`config.mk`:
```
export PLATFORM = sky130hd
export DESIGN_NAME = usb_host_cmd_irq_status_regs
export DESIGN_NICKNAME = d
export VERILOG_FILES = /design/src/pkg/usb_hc_regs_pkg.sv /design/src/hdl/sticky_flag_bank.sv /design/src/hdl/usb_host_cmd_irq_status_regs.sv
export SDC_FILE = /design/constraint.sdc
export NUM_CORES = 1
export LEC_CHECK = 0
export CAP_MARGIN = 40
export CORE_MARGIN = 4
export CORE_UTILIZATION = 59
export CTS_CLUSTER_DIAMETER = 50
export DETAILED_ROUTE_END_ITERATION = 7
export DONT_BUFFER_PORTS = 1
export GPL_ROUTABILITY_DRIVEN = 0
export PLACE_DENSITY_LB_ADDON = 0.2
export SLEW_MARGIN = 10
export SYNTH_ARGS = -nofsm -noshare
export SYNTH_HDL_FRONTEND = slang
export SYNTH_SLANG_ARGS = --single-unit
```
`constraint.sdc`:
```
create_clock -name mclk_i -period 2.1 [get_ports mclk_i]
set_input_delay 0.21 -clock mclk_i [delete_from_list [all_inputs] [get_ports mclk_i]]
set_output_delay 0.21 -clock mclk_i [all_outputs]
set_load 0.01 [all_outputs]
```
`src/pkg/usb_hc_regs_pkg.sv`:
```
package usb_hc_regs_pkg;

	// ----------------------------------------------------------------------
	// Register byte offsets
	// ----------------------------------------------------------------------
	localparam logic [7:0] OFS_COMMAND_REQUEST      = 8'h08;
	localparam logic [7:0] OFS_OVERRUN_COUNT_STATUS = 8'h0A;
	localparam logic [7:0] OFS_EVENT_FLAGS          = 8'h0C;
	localparam logic [7:0] OFS_OWNERSHIP_FLAGS      = 8'h0E;
	localparam logic [7:0] OFS_EVENT_ENABLES        = 8'h10;

	// ----------------------------------------------------------------------
	// Field positions
	// ----------------------------------------------------------------------
	localparam int CMD_CONTROLLER_RESET_BIT = 0;
	localparam int CMD_CTRL_LIST_FILLED_BIT = 1;
	localparam int CMD_BULK_LIST_FILLED_BIT = 2;
	localparam int CMD_OWNER_CHANGE_REQ_BIT = 3;
	localparam int OWN_CHANGE_BIT           = 14;

	// Event flag and enable bit positions, shared by both registers.
	localparam int EV_SCHED_OVERRUN  = 0;
	localparam int EV_DONE_HEAD      = 1;
	localparam int EV_FRAME_START    = 2;
	localparam int EV_RESUME_SEEN    = 3;
	localparam int EV_FATAL_ERROR    = 4;
	localparam int EV_FRAME_OVERFLOW = 5;
	localparam int EV_ROOTHUB_CHANGE = 6;
	localparam int EV_COUNT          = 7;

	// Writable event bits: the fatal error position stays zero.
	localparam logic [6:0] EV_IMPL_MASK = 7'h6F;

	// ----------------------------------------------------------------------
	// Reset values
	// ----------------------------------------------------------------------
	localparam logic [3:0]  RST_COMMAND  = 4'h0;
	localparam logic [1:0]  RST_OVERRUN  = 2'h0;
	localparam logic [6:0]  RST_EVENTS   = 7'h00;
	localparam logic [15:0] RST_RDATA    = 16'h0000;

endpackage

```
`src/hdl/sticky_flag_bank.sv`:
```
`timescale 1ns/100ps

// Bank of sticky flags: hardware sets, software clears by writing one.
module sticky_flag_bank #(
	parameter int WIDTH = 7
) (
	input  wire logic             mclk_i,    // Controller clock.
	input  wire logic             resetn_i,  // Synchronous reset, active low.
	input  wire logic [WIDTH-1:0] set_i,     // Per-flag set pulses.
	input  wire logic [WIDTH-1:0] clr_i,     // Per-flag clear strobes.
	input  wire logic [WIDTH-1:0] impl_i,    // Flags that exist; others stay zero.
	output logic      [WIDTH-1:0] flags_o    // Current flag values.
);

	logic [WIDTH-1:0] flag_q;
	logic [WIDTH-1:0] flag_d;

	genvar i;
	generate
		for (i = 0; i < WIDTH; i++) begin : g_flag
			// A set arriving with the clear wins, so no event is lost.
			always_comb begin
				flag_d[i] = flag_q[i];
				if (clr_i[i]) begin
					flag_d[i] = 1'b0;
				end
				if (set_i[i]) begin
					flag_d[i] = 1'b1;
				end
				if (!impl_i[i]) begin
					flag_d[i] = 1'b0;
				end
			end

			always_ff @(posedge mclk_i) begin
				if (!resetn_i) begin
					flag_q[i] <= 1'b0;
				end else begin
					flag_q[i] <= flag_d[i];
				end
			end
		end
	endgenerate

	assign flags_o = flag_q;

endmodule

```
`src/hdl/usb_host_cmd_irq_status_regs.sv`:
```
`timescale 1ns/100ps

// Functional notes
// - Writing one to owner_change_req sets the ownership change flag.
// - Bulk list filled clears when bulk list head processing starts, unless set or written in that cycle.
// - Bulk list filled, set by software or hardware, means active descriptors.
// - Control list filled clears when control list head processing starts, unless set or written in that cycle.
// - Control list filled, set by software or hardware, means active descriptors.
// - Writing controller reset starts reset; bit clears when reset completes.
// - Two-bit overrun counter counts each scheduling overrun, wrapping 3 to 0.
// - Root hub change flag sets on any root hub or port status change.
// - Frame overflow flag sets when frame counter MSB toggles either way.
// - Resume flag sets when resume signaling is seen downstream.
// - Frame start flag sets on each frame start event.
// - Done head flag sets after done head written to shared area.
// - Scheduling overrun flag sets when list processor reports overrun.
// - Fatal error flag and enable are absent and read zero.
// - Ownership change bit sets while owner change request bit is set.
// - Each enable lets its event flag raise an interrupt; zero ignores it.
// - Reserved upper bits of command and status registers read zero.
// - Routing select sends interrupt to normal line or management interrupt.
module usb_host_cmd_irq_status_regs (
	input  wire logic        mclk_i,               // Controller clock, 100 MHz.
	input  wire logic        resetn_i,             // Synchronous reset, active low.
	input  wire logic [7:0]  reg_addr_i,           // Register byte offset.
	input  wire logic        reg_wr_i,             // Write strobe.
	input  wire logic        reg_rd_i,             // Read strobe.
	input  wire logic [1:0]  reg_be_i,             // Byte enables of the 16-bit lane.
	input  wire logic [15:0] reg_wdata_i,          // Write data.
	output logic      [15:0] reg_rdata_o,          // Read data, one cycle after strobe.
	output logic             reg_rvalid_o,         // Read data valid pulse.
	input  wire logic        bulk_head_start_i,    // List processor begins bulk head.
	input  wire logic        ctrl_head_start_i,    // List processor begins control head.
	input  wire logic        bulk_fill_set_i,      // List processor marks bulk list filled.
	input  wire logic        ctrl_fill_set_i,      // List processor marks control list filled.
	input  wire logic        reset_done_i,         // Controller reset operation complete.
	input  wire logic        roothub_change_i,     // Root hub or port status changed.
	input  wire logic        frame_counter_msb_i,  // Frame counter bit 15.
	input  wire logic        resume_seen_i,        // Resume signaling on a port.
	input  wire logic        frame_start_i,        // Frame start event.
	input  wire logic        done_head_written_i,  // Done list pointer written out.
	input  wire logic        sched_overrun_i,      // Schedule overrun reported.
	input  wire logic        irq_routing_sel_i,    // 0 normal interrupt, 1 management.
	output logic             bulk_list_filled_o,   // Bulk list has active descriptors.
	output logic             ctrl_list_filled_o,   // Control list has active descriptors.
	output logic             controller_reset_req_o, // Reset operation requested.
	output logic             owner_change_req_o,   // Ownership change requested.
	output logic             irq_o,                // Normal interrupt, active high.
	output logic             smi_o                 // Management interrupt, active high.
);

	// ----------------------------------------------------------------------
	// Access decode
	// ----------------------------------------------------------------------
	logic wr_cmd;
	logic wr_ovr;
	logic wr_evf;
	logic wr_own_hi;
	logic wr_ena;

	// Eight-bit registers live in the low lane, so only byte enable zero opens
	// them; the ownership flag sits in the high lane and needs byte enable one.
	assign wr_cmd    = reg_wr_i && reg_be_i[0] && (reg_addr_i == usb_hc_regs_pkg::OFS_COMMAND_REQUEST);
	assign wr_ovr    = reg_wr_i && reg_be_i[0] && (reg_addr_i == usb_hc_regs_pkg::OFS_OVERRUN_COUNT_STATUS);
	assign wr_evf    = reg_wr_i && reg_be_i[0] && (reg_addr_i == usb_hc_regs_pkg::OFS_EVENT_FLAGS);
	assign wr_own_hi = reg_wr_i && reg_be_i[1] && (reg_addr_i == usb_hc_regs_pkg::OFS_OWNERSHIP_FLAGS);
	assign wr_ena    = reg_wr_i && reg_be_i[0] && (reg_addr_i == usb_hc_regs_pkg::OFS_EVENT_ENABLES);

	// ----------------------------------------------------------------------
	// Command request bits
	// ----------------------------------------------------------------------
	logic [3:0] cmd_q;
	logic [3:0] cmd_d;

	// Later assignments win: a write or a hardware set beats a hardware clear
	// in the same cycle, so a freshly queued descriptor is never forgotten.
	always_comb begin
		cmd_d = cmd_q;
		if (reset_done_i) begin
			cmd_d[usb_hc_regs_pkg::CMD_CONTROLLER_RESET_BIT] = 1'b0;
		end
		if (bulk_head_start_i) begin
			cmd_d[usb_hc_regs_pkg::CMD_BULK_LIST_FILLED_BIT] = 1'b0;
		end
		if (ctrl_head_start_i) begin
			cmd_d[usb_hc_regs_pkg::CMD_CTRL_LIST_FILLED_BIT] = 1'b0;
		end
		if (wr_cmd) begin
			cmd_d = reg_wdata_i[3:0];
		end
		if (wr_cmd && reg_wdata_i[usb_hc_regs_pkg::CMD_CONTROLLER_RESET_BIT]) begin
			cmd_d[usb_hc_regs_pkg::CMD_CONTROLLER_RESET_BIT] = 1'b1;
		end
		if (bulk_fill_set_i) begin
			cmd_d[usb_hc_regs_pkg::CMD_BULK_LIST_FILLED_BIT] = 1'b1;
		end
		if (ctrl_fill_set_i) begin
			cmd_d[usb_hc_regs_pkg::CMD_CTRL_LIST_FILLED_BIT] = 1'b1;
		end
	end

	always_ff @(posedge mclk_i) begin
		if (!resetn_i) begin
			cmd_q <= usb_hc_regs_pkg::RST_COMMAND;
		end else begin
			cmd_q <= cmd_d;
		end
	end

	// ----------------------------------------------------------------------
	// Event sources and overrun counter
	// ----------------------------------------------------------------------
	logic       msb_prev_q;
	logic       msb_prev_d;
	logic       msb_valid_q;
	logic       msb_valid_d;
	logic [1:0] ovr_cnt_q;
	logic [1:0] ovr_cnt_d;
	logic [6:0] ev_set;
	logic [6:0] ev_clr;

	always_comb begin
		msb_prev_d  = frame_counter_msb_i;
		msb_valid_d = 1'b1;
		ovr_cnt_d   = ovr_cnt_q;
		if (wr_ovr) begin
			ovr_cnt_d = reg_wdata_i[1:0];
		end
		// An overrun in the same cycle as a write still counts, at the cost of
		// the written value being dropped for that cycle.
		// count and wrap
		if (sched_overrun_i) begin
			ovr_cnt_d = ovr_cnt_q + 2'h1;
		end
	end

	always_ff @(posedge mclk_i) begin
		if (!resetn_i) begin
			msb_prev_q  <= 1'b0;
			msb_valid_q <= 1'b0;
			ovr_cnt_q   <= usb_hc_regs_pkg::RST_OVERRUN;
		end else begin
			msb_prev_q  <= msb_prev_d;
			msb_valid_q <= msb_valid_d;
			ovr_cnt_q   <= ovr_cnt_d;
		end
	end

	always_comb begin
		ev_set = 7'h00;
		ev_set[usb_hc_regs_pkg::EV_SCHED_OVERRUN]  = sched_overrun_i;
		ev_set[usb_hc_regs_pkg::EV_DONE_HEAD]      = done_head_written_i;
		ev_set[usb_hc_regs_pkg::EV_FRAME_START]    = frame_start_i;
		ev_set[usb_hc_regs_pkg::EV_RESUME_SEEN]    = resume_seen_i;
		// The first cycle after reset has no valid previous level, so a frame
		// counter that starts high does not raise a false overflow.
		// MSB toggle either way
		ev_set[usb_hc_regs_pkg::EV_FRAME_OVERFLOW] = msb_valid_q && (frame_counter_msb_i != msb_prev_q);
		ev_set[usb_hc_regs_pkg::EV_ROOTHUB_CHANGE] = roothub_change_i;
		ev_clr = wr_evf ? reg_wdata_i[6:0] : 7'h00;
	end

	// The flag bank forces unimplemented positions to zero on every cycle,
	// so neither a set pulse nor a stray write can make them appear.
	// fatal error kept zero
	logic [6:0] ev_flags;

	sticky_flag_bank #(
		.WIDTH(usb_hc_regs_pkg::EV_COUNT)
	) u_event_flags (
		.mclk_i  (mclk_i),
		.resetn_i(resetn_i),
		.set_i   (ev_set),
		.clr_i   (ev_clr),
		.impl_i  (usb_hc_regs_pkg::EV_IMPL_MASK),
		.flags_o (ev_flags)
	);

	// ----------------------------------------------------------------------
	// Ownership change flag and event enables
	// ----------------------------------------------------------------------
	logic       own_chg_q;
	logic       own_chg_d;
	logic [6:0] ena_q;
	logic [6:0] ena_d;

	always_comb begin
		own_chg_d = own_chg_q;
		if (wr_own_hi && reg_wdata_i[usb_hc_regs_pkg::OWN_CHANGE_BIT]) begin
			own_chg_d = 1'b0;
		end
		// The set comes last, so the flag cannot be cleared while the request
		// bit stays high; software must drop the request first.
		// request sets flag
		if (cmd_q[usb_hc_regs_pkg::CMD_OWNER_CHANGE_REQ_BIT]) begin
			own_chg_d = 1'b1;
		end
		ena_d = ena_q;
		if (wr_ena) begin
			ena_d = reg_wdata_i[6:0] & usb_hc_regs_pkg::EV_IMPL_MASK;
		end
	end

	always_ff @(posedge mclk_i) begin
		if (!resetn_i) begin
			own_chg_q <= 1'b0;
			ena_q     <= usb_hc_regs_pkg::RST_EVENTS;
		end else begin
			own_chg_q <= own_chg_d;
			ena_q     <= ena_d;
		end
	end

	// ----------------------------------------------------------------------
	// Interrupt outputs
	// ----------------------------------------------------------------------
	logic irq_q;
	logic irq_d;
	logic smi_q;
	logic smi_d;
	logic pend;

	// Both lines are registered, so an interrupt follows its flag by one cycle
	// and the routing select is taken on the same edge as the flags.
	always_comb begin
		pend  = |(ev_flags & ena_q);
		irq_d = pend && !irq_routing_sel_i;
		smi_d = pend && irq_routing_sel_i;
	end

	always_ff @(posedge mclk_i) begin
		if (!resetn_i) begin
			irq_q <= 1'b0;
			smi_q <= 1'b0;
		end else begin
			irq_q <= irq_d;
			smi_q <= smi_d;
		end
	end

	// ----------------------------------------------------------------------
	// Read path
	// ----------------------------------------------------------------------
	logic [15:0] rdata_q;
	logic [15:0] rdata_d;
	logic        rvalid_q;
	logic        rvalid_d;

	// Read data is zero outside a read, so a master that looks at the data
	// without the valid pulse sees nothing stale.
	always_comb begin
		rvalid_d = reg_rd_i;
		rdata_d  = usb_hc_regs_pkg::RST_RDATA;
		if (reg_rd_i) begin
			case (reg_addr_i)
				usb_hc_regs_pkg::OFS_COMMAND_REQUEST:      rdata_d = {12'h000, cmd_q};
				usb_hc_regs_pkg::OFS_OVERRUN_COUNT_STATUS: rdata_d = {14'h0000, ovr_cnt_q};
				usb_hc_regs_pkg::OFS_EVENT_FLAGS:          rdata_d = {9'h000, ev_flags};
				usb_hc_regs_pkg::OFS_OWNERSHIP_FLAGS:      rdata_d = {1'b0, own_chg_q, 14'h0000};
				usb_hc_regs_pkg::OFS_EVENT_ENABLES:        rdata_d = {9'h000, ena_q};
				default:                                   rdata_d = usb_hc_regs_pkg::RST_RDATA;
			endcase
		end
	end

	always_ff @(posedge mclk_i) begin
		if (!resetn_i) begin
			rdata_q  <= usb_hc_regs_pkg::RST_RDATA;
			rvalid_q <= 1'b0;
		end else begin
			rdata_q  <= rdata_d;
			rvalid_q <= rvalid_d;
		end
	end

	// Outputs straight from flip-flops.
	assign reg_rdata_o            = rdata_q;
	assign reg_rvalid_o           = rvalid_q;
	assign bulk_list_filled_o     = cmd_q[usb_hc_regs_pkg::CMD_BULK_LIST_FILLED_BIT];
	assign ctrl_list_filled_o     = cmd_q[usb_hc_regs_pkg::CMD_CTRL_LIST_FILLED_BIT];
	assign controller_reset_req_o = cmd_q[usb_hc_regs_pkg::CMD_CONTROLLER_RESET_BIT];
	assign owner_change_req_o     = cmd_q[usb_hc_regs_pkg::CMD_OWNER_CHANGE_REQ_BIT];
	assign irq_o                  = irq_q;
	assign smi_o                  = smi_q;

endmodule

```
==> impl_metrics.env <==
export IMPL_status="finished, final reports clean"
export IMPL_worstSetupPathType="input pin to register"
export IMPL_final_common_cell="dfxtp_1"
export IMPL_setup_violations_final=0
export IMPL_ys_seq_area_share_pct=44.3
export IMPL_fin_util_pct=69.7
export IMPL_clockPowerShare_pct=33.3
export IMPL_final_cell_mix="dfxtp_1, nor2_1, dlygate4sd3_1, inv_1, conb_1"
export IMPL_synth_largest_area_cell="dfxtp_1"
export IMPL_fmax_ghz=0.751
export IMPL_peakVddDrop_v=0.000597
export IMPL_start_util_pct=62.7
export IMPL_synthCells=148
export IMPL_clockRootBuffer="clkbuf_4"
export IMPL_placed_cells=172
export IMPL_htreeDepth=2
export IMPL_arrival_ps=1590
export IMPL_syn_area_um2=1400
export IMPL_synth_top_flop_cell="dfxtp_1"
export IMPL_ys_ff_latch=31
export IMPL_start_kind="input pin"
export IMPL_core_area_um2=2230
export IMPL_post_cts_buffers=0
export IMPL_syn_mean_instance_area_um2=9.46
export IMPL_slowest_stage="or3_1"
export IMPL_final_fill_count=189
export IMPL_die_width_um=56.7
export IMPL_cp_cell_sequence="or3_1 -> nor4_2 -> a22oi_1 -> nor2_1"
export IMPL_power_frac_comb_pct=7.7
export IMPL_drive_gt1_share_pct=13.0
export IMPL_clockBufferDepth=2
export IMPL_drc_errors=0
export IMPL_path_clk_slew_ps=90
export IMPL_row_count=17
export IMPL_final_cells=190
export IMPL_drv_cap=0
export IMPL_yosysWarnings=0
export IMPL_clock_sinks=31
export IMPL_worst_path_buf_inv=0
export IMPL_p_int_w=0.000801
export IMPL_synth_top_cell_area_share_pct=44.3
export IMPL_cts_buffers=5
export IMPL_p_seq_share_pct=59.0
export IMPL_p_switching_w=0.000250
export IMPL_min_period_ps=1330
export IMPL_endpoint_kind="register"
export IMPL_slew_headroom_pct=59.2
export IMPL_ys_top_cells_by_area="dfxtp_1, mux2i_1, buf_4, nor2_1, mux2_2"
export IMPL_grt_usage_pct=20.3
export IMPL_ant_nets=0
export IMPL_slew_violations=0
export IMPL_place_ws_ps=431
export IMPL_grt_pass1_vias=1140
export IMPL_clk_latency_ps=330
export IMPL_vias=1147
export IMPL_die_y_um=56.7
export IMPL_cellPowerDensity_nw_per_um2=675
export IMPL_switching_share_pct=23.8
export IMPL_cts_tree="built"
export IMPL_drtIter0Drc=48
export IMPL_min_path_type="input pin to register"
export IMPL_antenna_found_initial=0
export IMPL_setup_slack_ps=769
export IMPL_wl_mm=3.30
export IMPL_port_buffers=0
export IMPL_grt_remaining_overflow=0
export IMPL_vias_per_cell=6.04
export IMPL_required_ps=2360
export IMPL_path_delay_family="simple AND/OR/NAND/NOR gates"
export IMPL_yosysUniqueCellTypes=37
export IMPL_dr_pass1_iters=4
export IMPL_fin_skew_ps=7.51
export IMPL_n_antenna_cell=0
export IMPL_area_growth_pct=11.3
export IMPL_wl_per_cell_um=17.4
export IMPL_grt_max_degree=14
export IMPL_die_area_um2=3220
export IMPL_tightest_slew_ps=607
export IMPL_period_share_pct=63.4
export IMPL_fin_nets=204
export IMPL_cpPeakStageDelay_ps=530
export IMPL_hpwlAfterDp_mm=2.29
export IMPL_whs_ps=8.14
export IMPL_fin_tns_setup_ps=0
export IMPL_r2r_slack_ps=920
export IMPL_grt_setup_unrepaired="no"
export IMPL_crit_fanout=6
export IMPL_leakage_nw=0.588
export IMPL_synth_edf_count=0
export IMPL_grt_first_pass_wirelength_mm=5.09
export IMPL_hold_viol=0
export IMPL_synthArstFlopShare_pct=0
export IMPL_pin_count=65
==> what timing repair did <==
| item | 4_1_cts | 5_1_grt |
|---|---|---|
| hold buffers | 10 | 1 |
| endpoints found under the hold margin | 10 | 3 |
| resized for setup | 0 | 0 |
==> layout make-up <==
| class | count | area [um2] | share of cell area, % |
|---|---|---|---|
| clock inverters | 1 | 5.00 | 0.321 |
| clock buffers | 6 | 51.3 | 3.29 |
| flip-flops and latches | 31 | 621 | 39.8 |
| repair buffers | 13 | 125 | 8.03 |
| inverters | 10 | 37.5 | 2.41 |
| multi-input cells | 101 | 683 | 43.9 |
| well taps | 28 | 35.0 | 2.25 |
==> sequential cells by signal (all words and copies together), names as in the netlist, 2 cells and up <==
register	flops
cmd_q	4
ena_q	6
u_event_flags.flags_o	6
reg_rdata_o	7
ovr_cnt_q	2
==> cell usage after synthesis (3+ instances only) <==
| master | n |
|---|---|
| inv_1 | 10 |
| nand3_1 | 3 |
| mux2i_1 | 8 |
| buf_4 | 9 |
| o21ai_0 | 7 |
| clkbuf_1 | 3 |
| a21oi_1 | 3 |
| nand2_1 | 6 |
| nor2_1 | 18 |
| a31oi_1 | 7 |
| a22oi_1 | 5 |
| dfxtp_1 | 31 |
| mux2_2 | 4 |
==> power by group through the flow <==
stage / Clock [W] / Combinational [W] / Sequential (W)
global placement: 0 / 0.0000584 / 0.000633
floorplan: 0 / 0.0000708 / 0.000630
CTS: 0.000353 / 0.0000767 / 0.000620
finish: 0.000350 / 0.0000806 / 0.000620
detailed placement: 0 / 0.0000607 / 0.000634
global route: 0.000379 / 0.0000882 / 0.000623
==> through the flow <==
stage	total power, W	area, um2
after floorplan	0.000700	1430
after global placement	0.000691	1390
final	0.00105	1560
after global routing	0.00109	1560
after detailed placement	0.000694	1390
after CTS	0.00105	1550
==> worst paths after layout <==
kind,start,end,cells past startpoint
hold / removal,reg_addr_i[1],own_chg_q$_SDFFE_PN0P_,1
setup reg to reg,cmd_q[1]$_SDFFE_PN0P_,reg_rdata_o[1]$_SDFF_PN0_,3
hold reg to reg,own_chg_q$_SDFFE_PN0P_,reg_rdata_o[14]$_SDFF_PN0_,2
setup / recovery,reg_addr_i[7],reg_rdata_o[2]$_SDFF_PN0_,4
==> cells by family (layout without fill, tap and decap cells) <==
logic type	count (synthesis)	in the layout	share of synthesized area [%]
muxes	12	12	8.94
other	1	9	0.268
DFF	31	31	44.3
and+or+nand+nor	46	46	20.8
xor gates and xnor gates	2	2	1.25
AOI/OAI and AO/OA	32	32	15.4
buffers and inverters	24	30	9.03
==> per-layer routing <==
layer,vias up,GRT usage [%],share of wire (%)
met5,-,0,0
met2,65,32.2,48
li1,542,-,-
met1,531,23.6,40
met4,0,9.49,2.2
met3,9,8.51,9.4
No activity file was read; power rests on OpenSTA's default activity.
